## config.mk

```make
export PLATFORM = sky130hd
export DESIGN_NAME = vor_core
export DESIGN_NICKNAME = d
export VERILOG_FILES = /design/src/logic/vor_pkg.sv /design/src/logic/vor_core.sv /design/src/logic/vor_retry_timer.sv
export VERILOG_INCLUDE_DIRS = /design/src /design/src/logic
export SDC_FILE = /design/constraint.sdc
export NUM_CORES = 1
export LEC_CHECK = 0
export BUFFER_PORTS_ARGS = -buffer_cell sky130_fd_sc_hd__buf_2
export CAP_MARGIN = 20
export CORE_MARGIN = 2
export CORE_UTILIZATION = 45
export DETAILED_ROUTE_END_ITERATION = 8
export PLACE_DENSITY = 0.68
export SLEW_MARGIN = 20
export SYNTH_ARGS = -nofsm -noshare
export SYNTH_HDL_FRONTEND = slang
export SYNTH_SLANG_ARGS = --single-unit
```

## constraint.sdc

```tcl
create_clock -name clk -period 6.4 [get_ports clk]
set_input_delay 0 -clock clk [delete_from_list [all_inputs] [get_ports clk]]
set_output_delay 0 -clock clk [all_outputs]
set_load 0.01 [all_outputs]
```

## src/logic/vor_defs.svh

```systemverilog
// constants for the output overvoltage response and warning block
// Operation
// any overvoltage fault, programmed limit or fixed level, takes the programmed action
// a fault sets byte, word and vout fault status bits and asserts the alert line
// response-enable bit 7 resets to 1; 0 ignores the fault, 1 shuts down
// enabling the response later acts on an uncleared earlier fault
// retry field 000b latches off until power cycle or enable toggle
// retry field 111b restarts after 52ms, with no limit on attempts
// retry field values other than 000b or 111b are rejected as invalid data
// only bit 5 of the retry field is kept in storage and replicated on restore
// retry delay bits 2:0 are read-only and mirror the retry field
// delay 000b means no restart; 111b means 52ms wait before startup
// bit 6 of the response byte and bits 15:11 of the warning word read zero
// warning limit is a word register with an 11-bit field in bits 10:0
// sensed output above the warning threshold sets the vout warning bit
// warning field reads back as written; hardware uses the nearest setting at or below the field
// field below 560 gives 8%, below 584 12%, below 624 16%, else 28%
// restore loads one fixed field value per supported warning setting
// invalid warning writes are flagged as invalid data and notify the host
// limit-relative fault tracking starts only after soft-start completes
// fault and warning status bits stay set until cleared by clear faults
`ifndef VOR_DEFS_SVH
`define VOR_DEFS_SVH

`define VOR_CMD_CLEAR_FAULTS   8'h03
`define VOR_CMD_OV_FAULT_ACT   8'h41
`define VOR_CMD_OV_WARN_THR    8'h42

`define VOR_ACT_EN_BIT         7
`define VOR_ACT_ZERO_BIT       6
`define VOR_ACT_RETRY_HI       5
`define VOR_ACT_RETRY_LO       3
`define VOR_ACT_DELAY_HI       2
`define VOR_ACT_DELAY_LO       0
`define VOR_RETRY_LATCH        3'h0
`define VOR_RETRY_AUTO         3'h7
`define VOR_ACT_RESET          8'h80

`define VOR_WARN_HI            10
`define VOR_WARN_RESV_HI       15
`define VOR_WARN_RESV_LO       11
`define VOR_WARN_RESET         11'h000
`define VOR_WARN_EDGE_12       11'h230
`define VOR_WARN_EDGE_16       11'h248
`define VOR_WARN_EDGE_28       11'h270
`define VOR_WARN_RESTORE_8     11'h218
`define VOR_WARN_RESTORE_12    11'h230
`define VOR_WARN_RESTORE_16    11'h248
`define VOR_WARN_RESTORE_28    11'h270

`define VOR_CLK_HZ             25000000
`define VOR_RETRY_MS           52
`define VOR_RETRY_CYCLES       ((`VOR_CLK_HZ / 1000) * `VOR_RETRY_MS)

`endif

```

## src/logic/vor_pkg.sv

```systemverilog
// types shared by the overvoltage response and warning block
package vor_pkg;

  typedef enum logic [2:0] {
    VOR_RUN  = 3'b001,
    VOR_HOLD = 3'b010,
    VOR_WAIT = 3'b100
  } vor_state_e;

  typedef enum logic [1:0] {
    VOR_WARN_8  = 2'h0,
    VOR_WARN_12 = 2'h1,
    VOR_WARN_16 = 2'h2,
    VOR_WARN_28 = 2'h3
  } vor_warn_e;

  typedef struct packed {
    logic [7:0]  code;
    logic        write;
    logic [15:0] wdata;
  } vor_cmd_s;

  typedef struct packed {
    logic       byte_ovf;
    logic       word_vfw;
    logic       vout_ovf;
    logic       vout_ovw;
    logic       cml_ivd;
  } vor_status_s;

endpackage

```

## src/logic/vor_core.sv

```systemverilog
// output overvoltage fault response and warning threshold registers with their control
`timescale 1ns/1ps
`include "vor_defs.svh"
module vor_core #(
  parameter int unsigned RETRY_CYCLES = `VOR_RETRY_CYCLES
) (
  input  wire logic                cmd_valid,
  input  wire vor_pkg::vor_cmd_s   cmd,
  output logic [15:0]              rd_data,
  output logic                     rd_valid,
  input  wire logic                clk,
  input  wire logic                rst,
  input  wire logic                nvm_restore,
  input  wire logic                nvm_retry_bit,
  input  wire logic [1:0]          nvm_warn_setting,
  output logic                     nvm_save_retry_bit,
  output logic [1:0]               nvm_save_warn_setting,
  input  wire logic                ov_limit_trip,
  input  wire logic                ov_fixed_trip,
  input  wire logic                ov_warn_trip,
  input  wire logic                enable_pin,
  input  wire logic                soft_start_done,
  output logic                     convert_enable,
  output logic                     limit_tracking_on,
  output vor_pkg::vor_warn_e       warn_setting,
  output vor_pkg::vor_status_s     status,
  output logic                     smbalert_o,
  output logic                     smbalert_oe
);

  // register state
  logic                  resp_en_q;
  logic [2:0]            retry_q;
  logic [10:0]           warn_q;
  vor_pkg::vor_state_e   state_q;
  vor_pkg::vor_status_s  status_q;
  logic                  pending_q;
  logic                  resp_en_prev_q;
  logic [15:0]           rd_data_q;
  logic                  rd_valid_q;
  vor_pkg::vor_warn_e    warn_set_q;

  // synchronisers for pins from the analog side
  logic [3:0]            sync1_q;
  logic [3:0]            sync2_q;
  logic                  en_prev_q;
  logic                  trip_prev_q;

  logic                  limit_trip_s;
  logic                  fixed_trip_s;
  logic                  warn_trip_s;
  logic                  en_s;
  logic                  fault_now;
  logic                  fault_rise;
  logic                  en_rise;
  logic                  clear_cmd;
  logic                  wr_act;
  logic                  wr_warn;
  logic                  act_bad;
  logic                  warn_bad;
  logic                  shutdown_req;
  logic                  retry_done;
  logic                  timer_start;
  logic                  timer_abort;
  vor_pkg::vor_warn_e    warn_decode;
  logic [10:0]           warn_restore;

  // two flops per asynchronous input
  always_ff @(posedge clk or posedge rst) begin
    if (rst) begin
      sync1_q <= 4'h0;
      sync2_q <= 4'h0;
    end else begin
      sync1_q <= {enable_pin, ov_warn_trip, ov_fixed_trip, ov_limit_trip};
      sync2_q <= sync1_q;
    end
  end

  assign limit_trip_s = sync2_q[0];
  assign fixed_trip_s = sync2_q[1];
  assign warn_trip_s  = sync2_q[2];
  assign en_s         = sync2_q[3];

  // limit comparator only counts once the ramp is done
  assign limit_tracking_on = soft_start_done;
  assign fault_now = (limit_trip_s && soft_start_done) || fixed_trip_s;

  always_ff @(posedge clk or posedge rst) begin
    if (rst) begin
      en_prev_q   <= 1'b0;
      trip_prev_q <= 1'b0;
    end else begin
      en_prev_q   <= en_s;
      trip_prev_q <= fault_now;
    end
  end

  assign fault_rise = fault_now && !trip_prev_q;
  assign en_rise    = en_s && !en_prev_q;

  // command decode
  assign clear_cmd = cmd_valid && cmd.write && cmd.code == `VOR_CMD_CLEAR_FAULTS;
  assign wr_act    = cmd_valid && cmd.write && cmd.code == `VOR_CMD_OV_FAULT_ACT;
  assign wr_warn   = cmd_valid && cmd.write && cmd.code == `VOR_CMD_OV_WARN_THR;

  assign act_bad  = wr_act
                    && cmd.wdata[`VOR_ACT_RETRY_HI:`VOR_ACT_RETRY_LO] != `VOR_RETRY_LATCH
                    && cmd.wdata[`VOR_ACT_RETRY_HI:`VOR_ACT_RETRY_LO] != `VOR_RETRY_AUTO;
  assign warn_bad = wr_warn
                    && cmd.wdata[`VOR_WARN_RESV_HI:`VOR_WARN_RESV_LO] != 5'h00;

  // fault action byte
  always_ff @(posedge clk or posedge rst) begin
    if (rst) begin
      resp_en_q <= 1'b1;
      retry_q   <= `VOR_RETRY_LATCH;
    end else if (nvm_restore) begin
      resp_en_q <= 1'b1;
      retry_q   <= {3{nvm_retry_bit}};
    end else if (wr_act && !act_bad) begin
      resp_en_q <= cmd.wdata[`VOR_ACT_EN_BIT];
      retry_q   <= cmd.wdata[`VOR_ACT_RETRY_HI:`VOR_ACT_RETRY_LO];
    end
  end

  assign nvm_save_retry_bit = retry_q[2];

  // warning threshold word
  always_comb begin
    if (warn_q < `VOR_WARN_EDGE_12) begin
      warn_decode = vor_pkg::VOR_WARN_8;
    end else if (warn_q < `VOR_WARN_EDGE_16) begin
      warn_decode = vor_pkg::VOR_WARN_12;
    end else if (warn_q < `VOR_WARN_EDGE_28) begin
      warn_decode = vor_pkg::VOR_WARN_16;
    end else begin
      warn_decode = vor_pkg::VOR_WARN_28;
    end
  end

  always_comb begin
    unique case (nvm_warn_setting)
      2'h0: warn_restore = `VOR_WARN_RESTORE_8;
      2'h1: warn_restore = `VOR_WARN_RESTORE_12;
      2'h2: warn_restore = `VOR_WARN_RESTORE_16;
      2'h3: warn_restore = `VOR_WARN_RESTORE_28;
    endcase
  end

  always_ff @(posedge clk or posedge rst) begin
    if (rst) begin
      warn_q <= `VOR_WARN_RESET;
    end else if (nvm_restore) begin
      warn_q <= warn_restore;
    end else if (wr_warn && !warn_bad) begin
      warn_q <= cmd.wdata[`VOR_WARN_HI:0];
    end
  end

  // hardware setting is the highest supported one at or below the field (8% for any field under 560), not the raw field
  always_ff @(posedge clk or posedge rst) begin
    if (rst) begin
      warn_set_q <= vor_pkg::VOR_WARN_8;
    end else begin
      warn_set_q <= warn_decode;
    end
  end

  assign warn_setting          = warn_set_q;
  assign nvm_save_warn_setting = warn_set_q;

  // register reads, answered one cycle after the request
  always_ff @(posedge clk or posedge rst) begin
    if (rst) begin
      rd_data_q  <= 16'h0000;
      rd_valid_q <= 1'b0;
    end else begin
      rd_valid_q <= cmd_valid && !cmd.write;
      if (cmd_valid && !cmd.write) begin
        unique case (cmd.code)
          `VOR_CMD_OV_FAULT_ACT: begin
            rd_data_q <= {8'h00, resp_en_q, 1'b0, retry_q, retry_q};
          end
          `VOR_CMD_OV_WARN_THR: begin
            rd_data_q <= {5'h00, warn_q};
          end
          default: begin
            rd_data_q <= 16'h0000;
          end
        endcase
      end
    end
  end

  assign rd_data  = rd_data_q;
  assign rd_valid = rd_valid_q;

  // sticky status; a new event beats a clear in the same cycle
  always_ff @(posedge clk or posedge rst) begin
    if (rst) begin
      status_q <= '0;
    end else begin
      if (fault_now) begin
        status_q.byte_ovf <= 1'b1;
        status_q.word_vfw <= 1'b1;
        status_q.vout_ovf <= 1'b1;
      end else if (clear_cmd) begin
        status_q.byte_ovf <= 1'b0;
        status_q.word_vfw <= 1'b0;
        status_q.vout_ovf <= 1'b0;
      end
      if (warn_trip_s) begin
        status_q.vout_ovw <= 1'b1;
      end else if (clear_cmd) begin
        status_q.vout_ovw <= 1'b0;
      end
      if (act_bad || warn_bad) begin
        status_q.cml_ivd <= 1'b1;
      end else if (clear_cmd) begin
        status_q.cml_ivd <= 1'b0;
      end
    end
  end

  assign status = status_q;

  // alert is open drain: pulled low while any flag stands
  assign smbalert_o  = 1'b0;
  assign smbalert_oe = |status_q;

  // fault seen while ignored and not yet cleared
  always_ff @(posedge clk or posedge rst) begin
    if (rst) begin
      pending_q <= 1'b0;
    end else if (fault_rise && !resp_en_q) begin
      pending_q <= 1'b1;
    end else if (clear_cmd || resp_en_q) begin
      pending_q <= 1'b0;
    end
  end

  always_ff @(posedge clk or posedge rst) begin
    if (rst) begin
      resp_en_prev_q <= 1'b1;
    end else begin
      resp_en_prev_q <= resp_en_q;
    end
  end

  assign shutdown_req = resp_en_q
                        && (fault_rise || (pending_q && !resp_en_prev_q));

  // shutdown and restart control
  always_ff @(posedge clk or posedge rst) begin
    if (rst) begin
      state_q <= vor_pkg::VOR_RUN;
    end else begin
      unique case (state_q)
        vor_pkg::VOR_RUN: begin
          if (shutdown_req) begin
            if (retry_q == `VOR_RETRY_AUTO) begin
              state_q <= vor_pkg::VOR_WAIT;
            end else begin
              state_q <= vor_pkg::VOR_HOLD;
            end
          end
        end
        vor_pkg::VOR_HOLD: begin
          if (en_rise) begin
            state_q <= vor_pkg::VOR_RUN;
          end
        end
        vor_pkg::VOR_WAIT: begin
          if (en_rise || retry_done) begin
            state_q <= vor_pkg::VOR_RUN;
          end
        end
        default: begin
          state_q <= vor_pkg::VOR_RUN;
        end
      endcase
    end
  end

  assign timer_start = (state_q == vor_pkg::VOR_RUN) && shutdown_req
                       && (retry_q == `VOR_RETRY_AUTO);
  assign timer_abort = (state_q != vor_pkg::VOR_WAIT) && !timer_start;

  vor_retry_timer #(
    .CYCLES (RETRY_CYCLES)
  ) u_retry_timer (
    .clk   (clk),
    .rst   (rst),
    .start (timer_start),
    .abort (timer_abort),
    .done  (retry_done)
  );

  // the power stage runs only in the run state with the enable pin high
  assign convert_enable = (state_q == vor_pkg::VOR_RUN) && en_s;

endmodule // vor_core

```

## src/logic/vor_retry_timer.sv

```systemverilog
// retry delay counter: counts a fixed number of cycles after start
`timescale 1ns/1ps
module vor_retry_timer #(
  parameter int unsigned CYCLES = 1300000
) (
  input  wire logic clk,
  input  wire logic rst,
  input  wire logic start,
  input  wire logic abort,
  output logic      done
);
  localparam int W = $clog2(CYCLES + 1);

  logic [W-1:0] cnt_q;
  logic         run_q;

  always_ff @(posedge clk or posedge rst) begin
    if (rst) begin
      cnt_q <= '0;
      run_q <= 1'b0;
    end else if (abort) begin
      cnt_q <= '0;
      run_q <= 1'b0;
    end else if (start) begin
      cnt_q <= W'(CYCLES - 1);
      run_q <= 1'b1;
    end else if (run_q && cnt_q != '0) begin
      cnt_q <= cnt_q - W'(1);
    end else begin
      run_q <= 1'b0;
    end
  end

  assign done = run_q && (cnt_q == '0) && !abort;

endmodule // vor_retry_timer

```

==> impl_metrics.csv, run 1 <==
group,metric,value,unit
finish,multi_input_area,1390,um2
cts,numCtsBuffers,9,
synth,synth.top_cell.area_share,50.4,%
cts,cts-root-buf,"clkbuf_8",
synth,synth_top_cell_by_area,"dfrtp_1",
cts,clock_latency,350,ps
critical_path,crit_required,6660,ps
power_and_ir_drop,p_switching,253,uW
sta,hold_viol_final,0,
critical_path,endpoint_kind,"flop",
floorplan,die_y,89.4,um
routing,wl_per_cell,13.0,um
sta,rsz0062_at_grt,"false",
cts,htreeDepth,3,
sta,finalCritPeriodShare,37.3,%
synth,synth_common_cells,"66 x dfrtp_1, 33 x nand2_1, 26 x o21ai_0, 20 x nor2_1, 16 x a21oi_1",
grt,grt_pass1_vias,2388,
sta,fin_worst_skew,7.92,ps
power_and_ir_drop,p_seq_share,47.6,%
routing,routed_via_density,5.14,
cts,cts_sinks,69,
routing,wl_met3,332,um
grt,grt.total_usage,18.1,%
worst_hold_path,hold_class,"in2reg",
power_and_ir_drop,power_density,242,nW/um2
floorplan,num_rows,31,
critical_path,crit_path_start_kind,"flop",
floorplan,io_pins,68,
grt,grt_start_max_net_pins,70,
sta,slew_violations,0,
place,gp_congestion,0.790,
critical_path,cp_top_family,"simple AND/OR/NAND/NOR gates",
synth,synth_cell_type_count,52,
routing,first_pass_iters,4,
place,hpwl,4600,um
cts,cts_buffer_depth,2,
routing,drt_drc_violations_left,0,
synth,yosys_warnings,0,
routing,dr.max_layer_used,"met4",
worst_hold_path,min_to,"resp_en_q",
critical_path,critPathBufInv,0,
routing,routed_wirelength,6550,um
cts,cts_tree,"yes",
power_and_ir_drop,p_clk_share,41.7,%
finish,n_fill_cell,674,
sta,worst_pin_slew,1030,ps
cts,cts_setup_buffers,0,
critical_path,rrSetupSlack,4010,ps
routing,wl_met1,2830,um
place,portBuffers,61,
run,cap_violations,0,
finish,drive_gt1_share,23.5,%
routing,drtIter0Drc,103,
floorplan,floorplan.die_area,7980,um2
worst_hold_path,min_from,"nvm_restore",
finish,nets,438,
critical_path,reg2reg_from,"u_retry_timer.cnt_q[16]",
sta,timing.final.crit_period,2390,ps
critical_path,worstPathArrival,2650,ps
critical_path,critPathMaxStageDelay,590,ps
synth,yosysSeqAreaShare,52.8,%
routing,num_vias,2585,
sta,setup_viol,0,
status,status,"finished, final reports clean",
finish,antenna_cells,0,
sta,fmaxAchievable,419,MHz
routing,route.met2.wl,3280,um
synth,synth_enable_flop_cells,0,
finish,register_area,1730,um2
critical_path,cp_cell_sequence,"or4_4, or3_1, o21ai_2, mux2_1, o21ai_1",
synth,synth_ff_type,"dfrtp_1",
power_and_ir_drop,power_frac_comb,10.7,%
synth,synth_area_per_cell,10.1,um2
synth,yosys_register_bits,69,
critical_path,crit_fanout,9,
critical_path,crit_type,"reg2reg",
power_and_ir_drop,p_int,720,uW
power_and_ir_drop,max-vdd-ir-drop,143,uV
critical_path,rr_worst_depth,5,
floorplan,start_util,45.9,%
synth,synthTopCellsByArea,"dfrtp_1 50%, o21ai_0 4.0%, nand2_1 3.8%, buf_4 2.5%, a21oi_1 2.4%",
critical_path,r2r-end,"u_retry_timer.cnt_q[1]",
power_and_ir_drop,finalPower,973,uW
sta,holdWs,29.4,ps
synth,synthCells,324,
synth,syn_area,3280,um2
sta,slew_headroom,30.8,%
synth,async_reset_ff_share,100,%
sta,fin_tns_setup,0,ps
critical_path,crit_slowest_cell,"or3_1",
finish,syn2layout_area_growth,22.8,%
cts,cts_hold_buf,20,
grt,grt_pass1_wl,11000,um
cts,cts.clk_slew.worst_paths,80,ps
worst_hold_path,holdPathStages,2,
routing,antenna_left,0,
cts,cts_resized,0,
grt,overflow,0,
power_and_ir_drop,swShare,26.0,%
floorplan,core_area,7140,um2
synth,yosysMostFrequentCell,"dfrtp_1",
grt,antenna_found_initial,0,
power_and_ir_drop,leakage,0.00186,uW
floorplan,die_w,89.4,um
[power groups by stage]
stage               combinational, uW  sequential, uW  clock (uW)
finish                            104             463         406
global route                      117             465         435
CTS                               105             463         417
detailed placement               95.3             471           0
global placement                 93.6             470           0
floorplan                        72.5             469           0
[through the flow]
step           util [%]  setup WS [ps]  instances  cell area (um2)
6_report           56.4           4010        503             4030
5_1_grt            56.4           3910        503             4030
4_1_cts            56.4           4000        503             4030
3_5_place_dp       50.4           4030        467             3600
3_3_place_gp       50.4           4090        467             3600
2_1_floorplan         -           4260        329             3300
[flip-flops by register name (all words and copies together) (netlist names)]
register,count
state_q,3
en_prev_q,1
sync1_q,4
u_retry_timer.run_q,1
rd_data,11
pending_q,1
sync2_q,4
resp_en_prev_q,1
nvm_save_warn_setting,2
trip_prev_q,1
warn_q,11
resp_en_q,1
rd_valid,1
status,3
retry_q,3
u_retry_timer.cnt_q,21
[cells by family (layout without fill, tap and decap cells)]
kind of cell | after synthesis | after routing | share of synthesized area, %
AOI/OAI and AO/OA | 80 | 80 | 16.1
xor gates and xnor gates | 13 | 13 | 3.47
adders and majority gates | 2 | 2 | 0.763
buffers and inverters | 34 | 109 | 5.42
DFF | 69 | 69 | 52.8
muxes | 4 | 4 | 1.30
other | 1 | 6 | 0.114
and+or+nand+nor | 121 | 121 | 20.0
[routing by layer]
layer | global-route usage, % | up-vias
li1 | - | 1288
met1 | 22.8 | 1225
met2 | 29.2 | 62
met3 | 4.89 | 10
met4 | 8.01 | 0
met5 | 0 | -
[layout by cell type, fill, tap and decap left out, types with 4 or more instances in the layout]
cell | netlist | final
buf_2 | 1 | 61
or4_1 | 5 | 5
nor3_1 | 10 | 10
nor4_1 | 5 | 5
xor2_1 | 6 | 6
dfrtp_1 | 66 | 66
nand2_1 | 33 | 33
nor2b_1 | 4 | 4
o21ai_1 | 7 | 7
xnor2_1 | 7 | 7
a21o_1 | 5 | 5
nand2b_1 | 5 | 5
dlygate4sd3_1 | 0 | 20
nand3_1 | 6 | 6
inv_1 | 11 | 10
and3_1 | 4 | 4
nor2_1 | 20 | 20
conb_1 | 1 | 6
a22o_1 | 9 | 9
clkbuf_8 | 0 | 9
a21oi_1 | 16 | 16
or3_1 | 7 | 7
o21ai_0 | 26 | 26
and2_1 | 5 | 5
[final cells by class]
| cell class | instances | share of cell area (%) |
|---|---|---|
| Clock inverter | 7 | 2.61 |
| Multi-Input combinational cell | 226 | 34.5 |
| Timing Repair Buffer | 82 | 12.7 |
| Clock buffer | 9 | 3.08 |
| Inverter | 11 | 1.03 |
| Sequential cell | 69 | 43.0 |
| Tap cell | 99 | 3.08 |
[how the worst max path moves through the flow]
stage,start,slack [ps],endpoint,cells after the start
6_report,u_retry_timer.cnt_q[16],4010,u_retry_timer.cnt_q[1],5
5_1_grt,u_retry_timer.cnt_q[16],3910,u_retry_timer.cnt_q[1],5
4_1_cts,u_retry_timer.cnt_q[16],4000,u_retry_timer.cnt_q[1],5
3_5_place_dp,u_retry_timer.cnt_q[16],4030,u_retry_timer.cnt_q[1],5
3_3_place_gp,u_retry_timer.cnt_q[16],4090,u_retry_timer.cnt_q[1],5
2_1_floorplan,u_retry_timer.cnt_q[16],4260,u_retry_timer.cnt_q[1],6
Power figures use the tool's default switching activity.
==> inputs of run 2 (changes only) <==
--- a/config.mk
+++ b/config.mk
@@ -11,7 +11,7 @@
 export CORE_MARGIN = 2
 export CORE_UTILIZATION = 45
 export DETAILED_ROUTE_END_ITERATION = 8
-export PLACE_DENSITY = 0.68
+export PLACE_DENSITY = 0.7
 export SLEW_MARGIN = 20
 export SYNTH_ARGS = -nofsm -noshare
 export SYNTH_HDL_FRONTEND = slang
==> constraint.sdc (replaced) <==
create_clock -name clk -period 2.1 [get_ports clk]
set_input_delay 0 -clock clk [delete_from_list [all_inputs] [get_ports clk]]
set_output_delay 0 -clock clk [all_outputs]
set_load 0.01 [all_outputs]
==> impl_metrics.csv, run 2 (synthesis results as in run 1) <==
group,metric,value,unit
place,dp.cells,481,
place,hpwl,4850,um
floorplan,io_pins,68,
finish,largest_reg_flops,21,
power_and_ir_drop,leakage,0.00196,uW
cts,cts_sinks,69,
routing,num_vias,2669,
cts,cts.clk_slew.worst_paths,80,ps
grt,grt_pass1_wl,11500,um
place,place_area,3720,um2
grt,overflow,0,
routing,routed_via_density,5.12,
finish,syn2layout_area_growth,28.5,%
sta,worst_pin_slew,701,ps
critical_path,crit_path_start_kind,"flop",
sta,rsz0062_at_grt,"true",
sta,fmaxAchievable,488,MHz
place,gp_congestion,0.807,
finish,fin_cells,521,
finish,final_common_cell,"dfrtp_1",
run,cap_violations,0,
sta,hold_viol_final,0,
cts,htreeDepth,3,
grt,grt_pass1_vias,2488,
status,status,"finished, final reports clean",
finish,register_area,1730,um2
critical_path,endpoint_kind,"flop",
finish,n_fill_cell,646,
critical_path,crit_fanout,3,
sta,finalCritPeriodShare,97.6,%
floorplan,die_w,89.4,um
finish,layout_common_cells,"66 x dfrtp_1, 61 x buf_2, 33 x nand2_1",
power_and_ir_drop,max-vdd-ir-drop,362,uV
floorplan,floorplan.die_area,7980,um2
routing,drtIter0Drc,139,
floorplan,num_rows,31,
finish,regMostFlops,"u_retry_timer.cnt_q",
finish,nets,456,
critical_path,crit_type,"reg2reg",
cts,clock_latency,340,ps
routing,routed_wirelength,7060,um
sta,fin_tns_setup,0,ps
grt,antenna_found_initial,0,
sta,fin_worst_skew,14.0,ps
cts,cts_buffer_depth,2,
routing,wl_per_cell,13.6,um
finish,multi_input_area,1420,um2
sta,timing.final.crit_period,2050,ps
floorplan,start_util,45.9,%
floorplan,die_y,89.4,um
critical_path,worstPathArrival,2310,ps
routing,antenna_left,0,
finish,fin_area,4210,um2
routing,first_pass_iters,4,
critical_path,crit_required,2360,ps
finish,drive_gt1_share,28.0,%
sta,slew_headroom,53.3,%
finish,antenna_cells,0,
floorplan,core_area,7140,um2
place,portBuffers,61,
grt,grt_start_max_net_pins,58,
sta,setup_viol,0,
grt,grt.total_usage,18.8,%
power_and_ir_drop,power_density,721,nW/um2
cts,cts_tree,"yes",
worst_hold_path,hold_class,"in2reg",
cts,numCtsBuffers,9,
cts,cts-root-buf,"clkbuf_8",
sta,slew_violations,0,
routing,drt_drc_violations_left,0,
run 2: power by group:
group / leakage, uW / internal, uW / switching (uW)
Clock: 0.000113 / 712 / 540
Sequential: 0.000891 / 1370 / 31.0
Combinational: 0.000960 / 170 / 211
run 2: final timing paths:
kind                                               from                 endpoint  slack, ps  depth (start not counted)
worst max-delay path            u_retry_timer.cnt_q[19]   u_retry_timer.cnt_q[1]         50                          6
worst min-delay path                             cmd[4]                warn_q[4]         40                          3
worst max register to register  u_retry_timer.cnt_q[19]   u_retry_timer.cnt_q[1]         50                          6
worst min register to register               sync1_q[3]               sync2_q[3]        350                          0
max in group asynchronous                           rst           resp_en_prev_q       1300                          4
min in group asynchronous                           rst  u_retry_timer.cnt_q[12]        160                          3
run 2: layout make-up:
cell class	instances	share of cell area, %
clock buffer	10	3.27
clock inverter	6	2.23
inverter	11	0.980
multi-input combinational	226	33.8
sequential	69	41.1
tap	99	2.94
timing repair buffer	100	15.7
run 2: through the flow:
step / power (uW) / hold WS, ps / utilization [%] / worst slack [ps]
final: 3040 / 35.9 / 59.0 / 50.9
after global routing: 3160 / 42.2 / 59.0 / -26.2
after CTS: 3050 / 14.0 / 58.1 / 14.6
after detailed placement: 1770 / -22.8 / 52.2 / 38.0
after global placement: 1760 / -24.1 / 52.2 / 81.4
after floorplan: 1650 / 31.4 / - / 38.5
run 2: what timing repair did:
action                                  4_1_cts  5_1_grt
hold buffers                                 19        0
gates resized for setup                       0        7
endpoints found under the setup margin        0       14
endpoints found under the hold margin        86        0
buffers inserted                              0        5
run 2: per-layer routing:
layer	GRT usage [%]	vias to the layer above	share of wire [%]
li1	-	1326	-
met1	24.5	1272	45
met2	31.2	62	50
met3	3.05	9	3.5
met4	7.60	0	1.5
met5	0	-	0
run 2: worst max-delay path: stages (launching register included):
cell	delay, ps
dfrtp_1	380
or4_4	550
or3_4	350
buf_4	150
o21ai_4	130
mux2_4	310
o21ai_1	120
